$ cat config.mk
export PLATFORM = sky130hd
export DESIGN_NAME = osp_top
export DESIGN_NICKNAME = d
export VERILOG_FILES = /design/src/common/osp_pkg.sv /design/src/rtl/osp_top.sv
export SDC_FILE = /design/constraint.sdc
export NUM_CORES = 1
export LEC_CHECK = 0
export BUFFER_PORTS_ARGS = -buffer_cell sky130_fd_sc_hd__clkbuf_2
export CAP_MARGIN = 20
export CORE_MARGIN = 2
export CORE_UTILIZATION = 26
export DETAILED_ROUTE_END_ITERATION = 8
export GPL_ROUTABILITY_DRIVEN = 0
export PLACE_DENSITY = 0.39
export SLEW_MARGIN = 25
export SYNTH_ARGS = -nofsm -noshare
export SYNTH_HDL_FRONTEND = slang
export SYNTH_SLANG_ARGS = --single-unit
$ cat constraint.sdc
create_clock -name CLK -period 3.8 [get_ports CLK]
set_input_delay 0.19 -clock CLK [delete_from_list [all_inputs] [get_ports CLK]]
set_output_delay 0.19 -clock CLK [all_outputs]
set_load 0.005 [all_outputs]
$ cat src/common/osp_pkg.sv
package osp_pkg;
    // clock period in ns; every elapsed-time counter advances by this per clock
    localparam int unsigned CLK_PERIOD_NS = 5;
    localparam logic [31:0] TICK_NS = 32'(CLK_PERIOD_NS);

    // entry indices; the bus byte address is four times the index
    localparam logic [7:0] IDX_HIGHEST = 8'h00;
    localparam logic [7:0] IDX_SYNC_SEL = 8'h01;
    localparam logic [7:0] IDX_CYCLE = 8'h02;
    localparam logic [7:0] IDX_SHIFT = 8'h03;
    localparam logic [7:0] IDX_SUPPORTED = 8'h04;
    localparam logic [7:0] IDX_MIN_CYCLE = 8'h05;
    localparam logic [7:0] IDX_PAIR_GAP = 8'h06;
    localparam logic [7:0] IDX_MIN_DELAY = 8'h07;
    localparam logic [7:0] IDX_COMMAND = 8'h08;
    localparam logic [7:0] IDX_MAX_DELAY = 8'h09;
    localparam logic [7:0] IDX_MISSED = 8'h0B;
    localparam logic [7:0] IDX_OVERRUN = 8'h0C;
    localparam logic [7:0] IDX_SHORT_GAP = 8'h0D;
    localparam logic [7:0] IDX_LATE = 8'h20;
    localparam int unsigned ADDR_W = 8;
    localparam logic [1:0] WORD_LSB = 2'h0;

    // reset and fixed values
    localparam logic [7:0] RST_HIGHEST = 8'h20;
    localparam logic [15:0] RST_SYNC_SEL = 16'h0001;
    localparam logic [31:0] RST_CYCLE = 32'h000F4240;
    localparam logic [31:0] RST_SHIFT = 32'h00000000;
    localparam logic [15:0] RST_SUPPORTED = 16'h0807;
    localparam logic [31:0] RST_MIN_CYCLE = 32'h000101D0;
    localparam logic [31:0] RST_PAIR_GAP = 32'h00000000;
    localparam logic [31:0] RST_MIN_DELAY = 32'h00000000;
    localparam logic [15:0] RST_COMMAND = 16'h0000;
    localparam logic [31:0] RST_MAX_DELAY = 32'h00000000;
    localparam logic [15:0] RST_COUNT = 16'h0000;
    localparam logic [15:0] COUNT_MAX = 16'hFFFF;
    localparam logic [31:0] TIME_MAX = 32'hFFFFFFFF;

    // supported-modes field positions
    localparam int unsigned SUP_FREE_BIT = 0;
    localparam int unsigned SUP_SM_BIT = 1;
    localparam int unsigned SUP_DC_LSB = 2;
    localparam logic [1:0] SUP_DC_VAL = 2'h1;
    localparam int unsigned SUP_SHIFT_LSB = 4;
    localparam logic [1:0] SUP_SHIFT_VAL = 2'h2;
    localparam int unsigned SUP_DYN_BIT = 14;

    // sync mode encodings and commands
    localparam logic [15:0] MODE_FREE = 16'h0000;
    localparam logic [15:0] MODE_SM = 16'h0001;
    localparam logic [15:0] MODE_SYNC0 = 16'h0002;
    localparam logic [15:0] MODE_SYNC1 = 16'h0003;
    localparam logic [15:0] CMD_STOP = 16'h0000;
    localparam logic [15:0] CMD_START = 16'h0001;

    typedef enum logic [1:0] {
        MS_IDLE = 2'h0,
        MS_RUN = 2'h1
    } osp_meas_t;

    // timing events from the device's own logic, all on CLK; operational is a level, the others one-cycle pulses
    typedef struct packed {
        logic operational;
        logic sm_event;
        logic sync0;
        logic sync1;
        logic cycle_done;
        logic out_driven;
    } osp_evt_t;

    typedef struct packed {
        logic [15:0] mode;
        logic [31:0] period;
        logic [31:0] shift;
        logic [31:0] min_cyc;
        logic [31:0] gap;
        logic [31:0] max_dly;
        logic [15:0] cmd;
        osp_meas_t meas;
        logic [15:0] missed;
        logic [15:0] overrun;
        logic [15:0] short_gap;
        logic late;
        logic [31:0] t_cyc;
        logic [31:0] t_s0;
        logic [31:0] t_s1;
        logic [31:0] fr_ns;
        logic busy;
        logic sm_seen;
        logic drove;
        logic start;
        logic [31:0] prdata;
        logic pready;
        logic pslverr;
    } osp_state_t;
endpackage

$ cat src/rtl/osp_top.sv
// Behaviour
// - entry 0 reads highest entry, 0x20
// - sync mode 0..3, default sync-manager
// - cycle period in ns, writable, default 1000000
// - read-only shift time SYNC0 to outputs
// - supported word 0x0807 with mode bits
// - bit 14 flags dynamic measurable times
// - read-only minimum cycle time, default 66000
// - read-only minimum SYNC0 to SYNC1 gap
// - read-only minimum SYNC1 to output delay
// - command 1 starts, 0 stops measurement
// - measuring keeps largest timing values seen
// - new measurement clears previous maxima first
// - read-only actual SYNC1 to output delay
// - count missed sync-manager events in DC
// - count late-finishing or early-starting cycles
// - count too-short SYNC0 to SYNC1 intervals
// - flag outputs driven late last DC cycle
//
// Chosen here: the APB interface to the registers.
`timescale 1ns/10ps
module osp_top
    import osp_pkg::*;
(
    // clock and reset
    input wire logic CLK,
    input wire logic NRST,
    // apb slave
    input wire logic PSEL,
    input wire logic PENABLE,
    input wire logic PWRITE,
    input wire logic [ADDR_W-1:0] PADDR,
    input wire logic [31:0] PWDATA,
    output logic [31:0] PRDATA,
    output logic PREADY,
    output logic PSLVERR,
    // timing events
    input wire osp_evt_t EVT,
    // status
    output logic CYCLE_START,
    output logic SYNC_ERROR,
    output logic MEASURING
);

    osp_state_t q;
    osp_state_t s;

    localparam osp_state_t RST_STATE = '{
        mode: RST_SYNC_SEL, period: RST_CYCLE, shift: RST_SHIFT,
        min_cyc: RST_MIN_CYCLE, gap: RST_PAIR_GAP, max_dly: RST_MAX_DELAY,
        cmd: RST_COMMAND, meas: MS_IDLE, missed: RST_COUNT,
        overrun: RST_COUNT, short_gap: RST_COUNT, late: 1'b0,
        t_cyc: 32'h00000000, t_s0: 32'h00000000, t_s1: 32'h00000000,
        fr_ns: 32'h00000000, busy: 1'b0, sm_seen: 1'b0, drove: 1'b0,
        start: 1'b0, prdata: 32'h00000000, pready: 1'b0, pslverr: 1'b0
    };

    function automatic logic [31:0] t_add(input logic [31:0] t);
        t_add = (t > TIME_MAX - TICK_NS) ? TIME_MAX : t + TICK_NS;
    endfunction

    function automatic logic [15:0] c_inc(input logic [15:0] c);
        c_inc = (c == COUNT_MAX) ? COUNT_MAX : c + 16'h0001;
    endfunction

    function automatic logic [31:0] t_max(input logic [31:0] a, input logic [31:0] b);
        t_max = (b > a) ? b : a;
    endfunction

    logic [15:0] supported;
    logic [7:0] idx;
    logic addr_ok;
    logic dc;
    logic fr_tick;
    logic start_ev;
    logic measuring;
    logic wr_commit;
    logic [32:0] fr_sum;

    always_comb begin
        supported = 16'h0000;
        supported[SUP_FREE_BIT] = 1'b1;
        supported[SUP_SM_BIT] = 1'b1;
        supported[SUP_DC_LSB +: 2] = SUP_DC_VAL;
        supported[SUP_SHIFT_LSB +: 2] = SUP_SHIFT_VAL;
        supported[SUP_DYN_BIT] = 1'b1;
        // bit 11 is set in the fixed default word
        supported = supported | RST_SUPPORTED;
    end

    always_comb begin
        s = q;
        s.pready = 1'b0;
        s.pslverr = 1'b0;
        s.start = 1'b0;
        idx = {2'h0, PADDR[ADDR_W-1:2]};
        addr_ok = (PADDR[1:0] == WORD_LSB);
        dc = (q.mode == MODE_SYNC0) || (q.mode == MODE_SYNC1);
        measuring = (q.meas == MS_RUN);
        wr_commit = PSEL && PENABLE && PWRITE && q.pready && !q.pslverr;

        // elapsed times since cycle start, SYNC0 and SYNC1
        s.t_cyc = t_add(q.t_cyc);
        s.t_s0 = EVT.sync0 ? 32'h00000000 : t_add(q.t_s0);
        s.t_s1 = EVT.sync1 ? 32'h00000000 : t_add(q.t_s1);

        // local timer period in free run
        fr_sum = {1'b0, q.fr_ns} + {1'b0, TICK_NS};
        fr_tick = (fr_sum >= {1'b0, q.period});
        s.fr_ns = fr_tick ? 32'h00000000 : fr_sum[31:0];

        // cycle start source follows the selected sync mode, with SYNC0 for both DC modes
        case (q.mode)
            MODE_FREE: start_ev = fr_tick;
            MODE_SM: start_ev = EVT.sm_event;
            MODE_SYNC0: start_ev = EVT.sync0;
            MODE_SYNC1: start_ev = EVT.sync0;
            default: start_ev = 1'b0;
        endcase

        // sync-manager event must precede every SYNC0 in DC operation
        if (EVT.sync0) begin
            if (dc && EVT.operational && !q.sm_seen) begin
                s.missed = c_inc(q.missed);
            end
            s.sm_seen = EVT.sm_event;
        end else if (EVT.sm_event) begin
            s.sm_seen = 1'b1;
        end

        if (dc && EVT.sync1 && !EVT.sync0 && (q.t_s0 < q.gap)) begin
            s.short_gap = c_inc(q.short_gap);
        end

        if (EVT.cycle_done && q.busy) begin
            s.busy = 1'b0;
            if (measuring) begin
                s.min_cyc = t_max(q.min_cyc, q.t_cyc);
                if (dc) begin
                    s.gap = t_max(q.gap, q.t_s0);
                end
            end
        end

        if (EVT.out_driven) begin
            s.drove = 1'b1;
            if (measuring && dc) begin
                s.shift = t_max(q.shift, q.t_s0);
                s.max_dly = t_max(q.max_dly, q.t_s1);
            end
        end

        if (start_ev) begin
            if (EVT.operational && q.busy) begin
                s.overrun = c_inc(q.overrun);
            end
            s.busy = 1'b1;
            s.t_cyc = 32'h00000000;
            s.start = 1'b1;
            s.drove = EVT.out_driven;
            s.late = dc && !q.drove;
        end
        if (!dc) begin
            s.late = 1'b0;
        end

        // apb setup: decode, register read data and error, answer next cycle
        if (PSEL && !PENABLE) begin
            s.pready = 1'b1;
            s.prdata = 32'h00000000;
            s.pslverr = !addr_ok;
            case (idx)
                IDX_HIGHEST: begin
                    s.prdata = {24'h000000, RST_HIGHEST};
                    s.pslverr = s.pslverr || PWRITE;
                end
                IDX_SYNC_SEL: begin
                    s.prdata = {16'h0000, q.mode};
                    s.pslverr = s.pslverr || (PWRITE && (PWDATA[15:0] > MODE_SYNC1));
                end
                IDX_CYCLE: s.prdata = q.period;
                IDX_SHIFT: begin
                    s.prdata = q.shift;
                    s.pslverr = s.pslverr || PWRITE;
                end
                IDX_SUPPORTED: begin
                    s.prdata = {16'h0000, supported};
                    s.pslverr = s.pslverr || PWRITE;
                end
                IDX_MIN_CYCLE: begin
                    s.prdata = q.min_cyc;
                    s.pslverr = s.pslverr || PWRITE;
                end
                IDX_PAIR_GAP: begin
                    s.prdata = q.gap;
                    s.pslverr = s.pslverr || PWRITE;
                end
                IDX_MIN_DELAY: begin
                    s.prdata = RST_MIN_DELAY;
                    s.pslverr = s.pslverr || PWRITE;
                end
                IDX_COMMAND: begin
                    s.prdata = {16'h0000, q.cmd};
                    s.pslverr = s.pslverr || (PWRITE && (PWDATA[15:0] > CMD_START));
                end
                IDX_MAX_DELAY: begin
                    s.prdata = q.max_dly;
                    s.pslverr = s.pslverr || PWRITE;
                end
                IDX_MISSED: begin
                    s.prdata = {16'h0000, q.missed};
                    s.pslverr = s.pslverr || PWRITE;
                end
                IDX_OVERRUN: begin
                    s.prdata = {16'h0000, q.overrun};
                    s.pslverr = s.pslverr || PWRITE;
                end
                IDX_SHORT_GAP: begin
                    s.prdata = {16'h0000, q.short_gap};
                    s.pslverr = s.pslverr || PWRITE;
                end
                IDX_LATE: begin
                    s.prdata = {31'h0, q.late};
                    s.pslverr = s.pslverr || PWRITE;
                end
                default: s.pslverr = 1'b1;
            endcase
            if (s.pslverr) begin
                s.prdata = 32'h00000000;
            end
        end

        // write takes effect at the access edge; a restart clears wins over updates
        if (wr_commit) begin
            case (idx)
                IDX_SYNC_SEL: s.mode = PWDATA[15:0];
                IDX_CYCLE: begin
                    s.period = PWDATA;
                    s.fr_ns = 32'h00000000;
                end
                IDX_COMMAND: begin
                    s.cmd = PWDATA[15:0];
                    if (PWDATA[15:0] == CMD_START) begin
                        s.meas = MS_RUN;
                        s.shift = 32'h00000000;
                        s.min_cyc = 32'h00000000;
                        s.gap = 32'h00000000;
                        s.max_dly = 32'h00000000;
                    end else begin
                        s.meas = MS_IDLE;
                    end
                end
                default: s.cmd = q.cmd;
            endcase
        end
    end

    always_ff @(posedge CLK) begin
        if (!NRST) begin
            q <= RST_STATE;
        end else begin
            q <= s;
        end
    end

    assign PRDATA = q.prdata;
    assign PREADY = q.pready;
    assign PSLVERR = q.pslverr;
    assign CYCLE_START = q.start;
    assign SYNC_ERROR = q.late;
    assign MEASURING = (q.meas == MS_RUN);
endmodule

==> Word level (Yosys, flattened, before mapping) <==
Index checks and enable logic that the tools add are counted.
{ "op_classes": {"addsub": 7, "magnitude_cmp": 11, "eq_ne": 21, "muxes": 38, "bitwise": 1, "n_reduce_logical": 44} }
{ "ops": {"columns": ["operator", "n"], "rows": [
  ["2-to-1 mux 32 bit", 16],
  ["one-hot mux 32 bit (13 select lines)", 1],
  ["2-to-1 mux 128 bit", 2],
  ["2-to-1 mux 146 bit", 1],
  ["greater-than comparator 32 bit", 4],
  ["2-to-1 mux 64 bit", 2],
  ["adder 32 x 3 -> 32 bit, second input constant", 3],
  ["greater-than comparator 32 bit, second input constant", 3],
  ["2-to-1 mux 16 bit", 4],
  ["adder 16 x 1 -> 16 bit, second input constant", 3],
  ["== test 16 bit, second input constant", 3],
  ["adder 32 x 3 -> 33 bit, second input constant", 1],
  ["greater-or-equal comparator 33 x 32 -> 1 bit", 1],
  ["== test 16 x 1 -> 1 bit, second input constant", 2],
  ["== test 16 x 2 -> 1 bit, second input constant", 2],
  ["less-than comparator 32 bit", 1],
  ["== test 6 x 4 -> 1 bit, second input constant", 5],
  ["== test 6 x 3 -> 1 bit, second input constant", 4],
  ["greater-than comparator 16 x 1 -> 1 bit, second input constant", 1],
  ["greater-than comparator 16 x 2 -> 1 bit, second input constant", 1],
  ["logical AND 1 bit", 16],
  ["logical NOT 16 bit", 1],
  ["AND reduction 2 bit", 7],
  ["== test 6 x 2 -> 1 bit, second input constant", 2],
  ["15 further kinds", 36]
]} }
{ "totals": {"ff_bits": 409, "input_bits": 51, "output_inout_bits": 37, "elab_cells": 145} }

==> Depth between registers and ports, before layout <==
Gate-level depths: netlist of run 1.
{ "depth": {"depth_word": 8, "ltp_mapped": 18, "depth_no_buf": 16} }

==> Worst setup path before layout of run 1 <==
No wires, ideal clock.
{ "synth_timing": {"path_type": "flip-flop to flip-flop", "from": "register q[41] in the netlist's numbering", "to": "register q[198] in the netlist's numbering", "setup_ns": 0.122, "arrival_ns": 3.886, "path_slack_ns": -0.208, "stages_incl_launch_ff": 18, "cell_sequence": "dfxtp_1 -> nand4_1 -> nor3_1 -> nor3b_1 -> and2_1 -> and3_1 -> nand4_1 -> xnor2_1 -> ha_1 -> nand3_1 -> nor4_1 -> nand3_1 -> a31oi_1 -> o311ai_1 -> and2_1 -> clkbuf_1 -> or3_1 -> o311a_1"} }
{ "synth_between": {"elab_chain_cells": 4} }
{ "synth_lines": {"columns": ["element", "line", "text"], "rows": [
  ["start, declared", "osp_top.sv:45", "osp_state_t q;"],
  ["start signal, assigned", "osp_top.sv:262", "q <= s;"],
  ["adder 32 x 3 -> 33 bit", "osp_top.sv:108", "fr_sum = {1'b0, q.fr_ns} + {1'b0, TICK_NS};"],
  ["greater-or-equal comparator 33 x 32 -> 1 bit", "osp_top.sv:109", "fr_tick = (fr_sum >= {1'b0, q.period});"],
  ["one-hot mux 1 bit (3 select lines)", "osp_top.sv:113", "case (q.mode)"],
  ["AND reduction 2 bit (no line)", null, null]
]} }
Every way passes these cells.
A chain may end at the register's enable or synchronous reset.

==> Worst setup path after layout of run 1 <==
{ "layout_timing": {"from": "register q[41] in the netlist's numbering", "to": "register q[150] in the netlist's numbering"} }
{ "layout_between": {"elab_chain_cells": 4} }
{ "layout_lines": {"columns": ["element", "line"], "rows": [
  ["adder 32 x 3 -> 33 bit", "osp_top.sv:108"],
  ["greater-or-equal comparator 33 x 32 -> 1 bit", "osp_top.sv:109"],
  ["one-hot mux 1 bit (3 select lines)", "osp_top.sv:113"],
  ["OR reduction 2 bit (no line)", null]
]} }
Every way passes these cells.

==> metrics.yaml, run 1 <==
flow_run:
  maxCapViolations: 0
routing:
  ant_nets: 0
  avgViaCountPerCell: 5.06
  drc_errors: 0
  drt_wl_total_mm: 87.5
  drtIter0Drc: 1620
  wire_per_inst_um: 20.9
  vias: 21200
  dr.pass1.iters: 6
worst_setup_path:
  cp_slowest_cell: "o311ai_4"
  rr_startpoint: "q[41]"
  reg2reg_setup_slack_ns: -0.20
  cp-start-kind: "register"
  critPathTopFamily: "simple AND/OR/NAND/NOR gates"
  cpPeakStageDelay_ns: 0.43
  worstPathMaxFanout: 15
  crit_start: "q[41]"
  worstPathCellList: "nand4_1, nor3_2, nor3b_2, and2_4, and3_4, and3_4, xor2_1, ha_1, nand4_1, buf_4, nor2_1, a22oi_1, o211ai_2, o311ai_4, and2_4, o21ai_4, buf_12, buf_12, a21oi_1"
  cp-end-kind: "register"
  r2r_end: "q[150]"
  worstPathRequired_ns: 4.32
  arrival_ns: 4.52
  crit_type: "register to register"
  cp_num_buf_inv: 3
  reg2regPathDepth: 19
synth:
  synth_compound_area_frac: 0.176
  synth_fa_ha_area_frac: 0.0923
  synth-simple-area-share: 0.210
  synth_seq_cells: 408
  synth-edff-count: 0
  synthFlopType: "dfxtp_1"
  syn_area_per_cell_um2: 8.09
  synth_top_area_share: 0.354
  syn_area_um2: 23000
  synth.largest_area_cell: "dfxtp_1"
  async_reset_ff_frac: 0
  synth_cells: 2850
  ys_warn_count: 0
  synth_area_leaders: "dfxtp_1, ha_1, nand2_1"
  synth_mux_area_frac: 0.0478
  syn_nets: 3071
  yosysUniqueCellTypes: 76
  synth_top_family_by_area: "simple AND/OR/NAND/NOR gates"
  synth_xor_area_frac: 0.0509
  seq_area_frac_synth: 0.354
cts:
  cts_tree: "done"
  path_clk_slew_ns: 0.06
  clkLatencyLatePin_ns: 0.63
  cts_buffer_depth: 3
  cts_root_buf: "clkbuf_16"
  cts_max_level: 2
  cts_buffers: 52
  cts_sinks: 408
global_route:
  gr-usage-all-layers: 0.188
  antenna_found_initial: 6
  grt_pass1_vias: 20200
  grt_overflow: 0
  grt_pass1_wl_mm: 130
  grt_max_degree: 73
worst_hold_path:
  whs_path_depth: 4
  worstHoldStart: "EVT[3]"
  min_path_type: "input pin to register"
  holdPathEnd: "SYNC_ERROR"
sta:
  hold_violations: 0
  max_slew.worst_pin.slew_ns: 0.998
  setup_viol: 51
  tns_ns: -7.27
  clock_skew_ns: 0.0354
  relSlewSlack: 0.317
  finalCriticalPeriod_ns: 4.00
  worst_slack_ns: -0.198
  final_max_slew_viol_count: 0
  rsz0062_at_grt: "true"
  fmax_mhz: 250
  fin_crit_sh: 1.05
floorplanning:
  ios: 88
  die_h_um: 302
  die_w_um: 302
  die-area_um2: 91000
  core_um2: 88100
  initial_utilization: 0.262
  row_count: 109
pwr:
  seqPwrFrac: 0.433
  pwr-share-clk: 0.520
  p_comb_frac: 0.047
  internal_power_mw: 7.55
  power_mw: 9.97
  powerDensity_nw_per_um2: 358
  switching_share: 0.242
  ir_drop_uv: 322
  switchingPower_mw: 2.42
  power_leakage_nw: 10.3
layout:
  drive_gt1_frac: 0.134
  multiInputGateArea_um2: 13700
  ff_latch_area_um2: 8170
  fillers: 9306
  post-route-cell-area_um2: 27900
  synthToLayoutAreaGrowth_pct: 20.9
  nets: 3203
placed_design:
  numPortBuffers: 87
  post_dp_cell_area_um2: 25200
  dp_hpwl_mm: 65.3
  place_ws_ns: -0.494
status:
  status: "complete, but fails checks"
  violations: "setup timing"
## sequential cells by signal (all words and copies together) (netlist names)
name and flops:
PREADY 1, CYCLE_START 1, q 372, SYNC_ERROR 1
PRDATA 32, PSLVERR 1
## worst reg2reg max path: stages, from the launching register on
cell      delay (ns)
dfxtp_2         0.33
nand4_1         0.14
nor3_2          0.22
nor3b_2         0.21
and2_4          0.17
and3_4          0.21
and3_4          0.19
xor2_1          0.17
ha_1            0.27
nand4_1         0.18
buf_4           0.14
nor2_1          0.03
a22oi_1         0.19
o211ai_2        0.19
o311ai_4        0.44
and2_4          0.26
o21ai_4         0.07
buf_12          0.18
buf_12          0.17
a21oi_1         0.13
## synth_stat cells, types with 8 or more instances
cell type	instances
nand2_1	420
dfxtp_1	408
a21oi_1	260
inv_1	186
ha_1	170
nor2_1	164
clkbuf_1	132
nand3_1	124
mux2i_1	109
xor2_1	69
xnor2_1	65
nand4_1	62
nor3_1	62
a22oi_1	54
o21ai_0	54
nor2b_1	45
o22ai_1	40
or3_1	37
a21o_1	32
buf_4	32
and3_1	29
a31o_1	26
nor4_1	19
a222oi_1	16
buf_2	13
o211ai_1	13
o21a_1	13
a2111oi_0	12
a221oi_1	12
a31oi_1	12
and4_1	12
a211oi_1	11
buf_1	11
nand2b_1	9
a22o_1	8
or4_1	8
## stage by stage
stage	util	hold slack [ns]	cells
2_1_floorplan	-	0.307	2850
6_report	0.316	0.0711	4185
4_1_cts	0.315	0.0233	4181
3_5_place_dp	0.287	0.422	4040
3_3_place_gp	0.286	0.416	4038
5_1_grt	0.316	0.0960	4184
## placed cells by master, fill, tap and decap left out, types with 37 or more instances in the layout
cell type and n:
dlygate4sd3_1 38, buf_4 129, clkbuf_16 52, or3_1 37, clkbuf_2 87, o21ai_0 49, nand4_1 62, xor2_1 69
nor2b_1 43, nand2_1 420, dfxtp_1 403, a21oi_1 246, inv_1 185, xnor2_1 63, mux2i_1 109, nand3_1 121
o22ai_1 40, nor2_1 159, a22oi_1 54, nor3_1 57, ha_1 170
## cell type report
class	instances	area share
Clock buffer	72	0.0541
Sequential cell	408	0.293
Clock inverter	19	0.00934
Multi-Input combinational cell	2064	0.492
Tap cell	1165	0.0523
Antenna cell	1	0.0000898
Timing Repair Buffer	270	0.0735
Inverter	186	0.0251
## worst max path at each step
stage                  end  slack (ns)  depth (start not counted)
finish              q[150]       -0.20                         19
floorplan           q[198]      -0.003                         17
detailed placement  q[191]       -0.49                         18
CTS                 q[191]       -0.25                         19
global route        q[195]       -0.49                         19
global placement    q[187]       -0.43                         18
## cell families after synthesis
group / Yosys count
AOI/OAI and AO/OA: 626
xor gates and xnor gates: 134
adders and majority gates: 170
buffers and inverters: 378
DFF: 408
muxes: 110
and+or+nand+nor: 1024
## power by group through the flow
stage | clock [mW] | sequential (mW) | combinational (mW)
after floorplan | 0 | 4.41 | 0.229
after global placement | 0 | 4.41 | 0.419
after detailed placement | 0 | 4.41 | 0.423
after CTS | 5.32 | 4.32 | 0.469
after global routing | 5.49 | 4.32 | 0.512
final | 5.18 | 4.32 | 0.472
## per-layer routing
| metal | GRT usage | vias up | wire [µm] | share of wire |
|---|---|---|---|---|
| li1 | - | 10300 | - | - |
| met1 | 0.258 | 10200 | 40500 | 0.46 |
| met2 | 0.297 | 561 | 38600 | 0.44 |
| met3 | 0.0376 | 130 | 5660 | 0.065 |
| met4 | 0.0591 | 8 | 2650 | 0.030 |
| met5 | 0 | - | 39 | 0.00045 |
## timing repair
| action | 4_1_cts | 5_1_grt |
|---|---|---|
| hold buffers | 38 | 0 |
| pin swaps | 41 | 4 |
| endpoints found under the setup margin | 82 | 82 |
| gates resized for setup | 60 | 12 |
| hold endpoints to repair | 68 | 0 |
| buffers inserted | 10 | 2 |
| gates cloned | 2 | 0 |
Power figures use the tool's default switching activity.
==> run 2: changes to the inputs <==
CORE_UTILIZATION = 57   (was 26)
PLACE_DENSITY = 0.74   (was 0.39)
clock period = 3.3 ns   (was 3.8 ns; I/O delays follow)
==> metrics.yaml, run 2 (same netlist as run 1, synthesis figures left out) <==
status:
  status: "complete, but fails checks"
  violations: "DRC, setup timing"
worst_setup_path:
  reg2reg_setup_slack_ns: -0.70
  cp_slowest_cell: "nor4_4"
  crit_type: "register to register"
  arrival_ns: 4.47
  cp_num_buf_inv: 3
  worstPathRequired_ns: 3.77
  worstPathMaxFanout: 5
  cp-end-kind: "register"
  cpMostUsedCell: "nand4_1"
  cpPeakStageDelay_ns: 0.36
  critPathTopFamily: "simple AND/OR/NAND/NOR gates"
  cp-start-kind: "register"
  worstPathCellList: "nand4_1, buf_4, or3_4, nor3_4, buf_6, nand4_1, xnor2_2, ha_1, nand4_1, nor4_4, nand3_2, a31oi_4, o311ai_4, buf_12, and2_4, or3_1, o311a_1"
routing:
  dr.pass1.iters: 9
  met3_length_mm: 7.96
  drtIter0Drc: 2555
  routed.top_layer: "met5"
  drt_wl_total_mm: 74.9
  wl_met2_mm: 33.7
  wire_per_inst_um: 21.0
  wl_met1_mm: 28.9
  vias: 22500
  avgViaCountPerCell: 6.31
  ant_nets: 0
  drc_errors: 19
sta:
  max_slew.worst_pin.slew_ns: 0.907
  final_max_slew_viol_count: 0
  clock_skew_ns: 0.0256
  hold_violations: 0
  fmax_mhz: 250
  worst_slack_ns: -0.696
  setup_viol: 84
  relSlewSlack: 0.391
  fin_crit_sh: 1.21
  finalCriticalPeriod_ns: 4.00
  rsz0062_at_grt: "true"
  holdWs_ns: 0.0606
layout:
  most-common-layout-cells: "nand2_1, dfxtp_1, a21oi_1"
  post-route-cell-area_um2: 27200
  largest_register: "q"
  largest_reg_flops: 372
  nets: 3221
  mostFrequentLayoutCell: "nand2_1"
  synthToLayoutAreaGrowth_pct: 18.2
  drive_gt1_frac: 0.145
cts:
  clkLatencyLatePin_ns: 0.59
  cts_root_buf: "clkbuf_16"
  cts_buffers: 45
  cts_buffer_depth: 3
  cts_max_level: 2
  cts_tree: "done"
  cts_sinks: 408
  path_clk_slew_ns: 0.06
floorplanning:
  die_w_um: 205
  die_h_um: 205
  initial_utilization: 0.579
  row_count: 73
  ios: 88
  core_um2: 39800
  die-area_um2: 42100
pwr:
  powerDensity_nw_per_um2: 390
  ir_drop_uv: 448
  power_leakage_nw: 10.4
flow_run:
  maxCapViolations: 0
placed_design:
  place_ws_ns: -0.777
  post_dp_cell_area_um2: 24700
  dp_hpwl_mm: 53.7
  numPortBuffers: 87
global_route:
  gr-usage-all-layers: 0.346
  grt_max_degree: 129
  grt_overflow: 0
  grt_pass1_vias: 21000
  antenna_found_initial: 2
  grt_pass1_wl_mm: 114
worst_hold_path:
  min_path_type: "input pin to register"
[run 2: cell types whose count changed in the layout (fill, tap and decap cells not counted), sizes merged]
cell / before / now
bufinv: 5 / 2
clkinv: 9 / 11
inv: 190 / 187
clkinvlp: 1 / 2
buf: 145 / 169
dlygate4sd3: 38 / 37
clkbuf: 159 / 154
[run 2: power breakdown]
| part | switching, mW | internal, mW | total [mW] |
|---|---|---|---|
| logic | 0.361 | 0.194 | 0.555 |
| clock network | 2.13 | 2.98 | 5.11 |
| registers | 0.0219 | 4.95 | 4.97 |
| total | 2.51 | 8.12 | 10.6 |
[run 2: area by class of cell]
type | count | area [µm²]
diodes | 1 | 2.50
flip-flops and latches | 408 | 8170
well taps | 525 | 657
clock buffers | 65 | 1340
inverters | 186 | 701
repair buffers | 295 | 2320
clock inverters | 16 | 143
multi-input cells | 2064 | 13900
fillers | 3135 | 12600
[run 2: stage by stage]
stage	utilization	cells	setup TNS, ns	total power, mW
6_report	0.684	3560	-45.26	10.6
5_1_grt	0.684	3560	-58.97	10.9
4_1_cts	0.674	3548	-33.97	10.6
3_5_place_dp	0.621	3423	-43.91	5.55
3_3_place_gp	0.621	3423	-29.30	5.54
2_1_floorplan	-	2850	-18.21	5.34
[run 2: timing repair]
item,4_1_cts,5_1_grt
buffers inserted,6,8
pin swaps,31,20
endpoints found under the setup margin,108,108
gates cloned,1,3
endpoints found under the hold margin,68,0
gates resized for setup,37,58
hold buffers,37,0
[run 2: worst register-to-register path, stage by stage (launching register included)]
cell      delay, ns
dfxtp_2        0.33
nand4_1        0.15
buf_4          0.18
or3_4          0.34
nor3_4         0.18
buf_6          0.13
nand4_1        0.12
xnor2_2        0.18
ha_1           0.30
nand4_1        0.19
nor4_4         0.36
nand3_2        0.12
a31oi_4        0.21
o311ai_4       0.13
buf_12         0.18
and2_4         0.16
or3_1          0.31
o311a_1        0.30
[run 2: worst paths after layout]
kind                                  from    endpoint  cells after the start
worst max-delay path                 q[44]      q[198]                     17
worst min register to register  PRDATA[24]  PRDATA[24]                      2
worst max register to register       q[44]      q[198]                     17
worst min-delay path                EVT[3]       q[36]                      4
[run 2: per-layer routing]
metal / global-route usage / vias up
li1: - / 10400
met4: 0.172 / 2
met5: 0 / -
met2: 0.557 / 1189
met1: 0.440 / 10600
met3: 0.0694 / 274
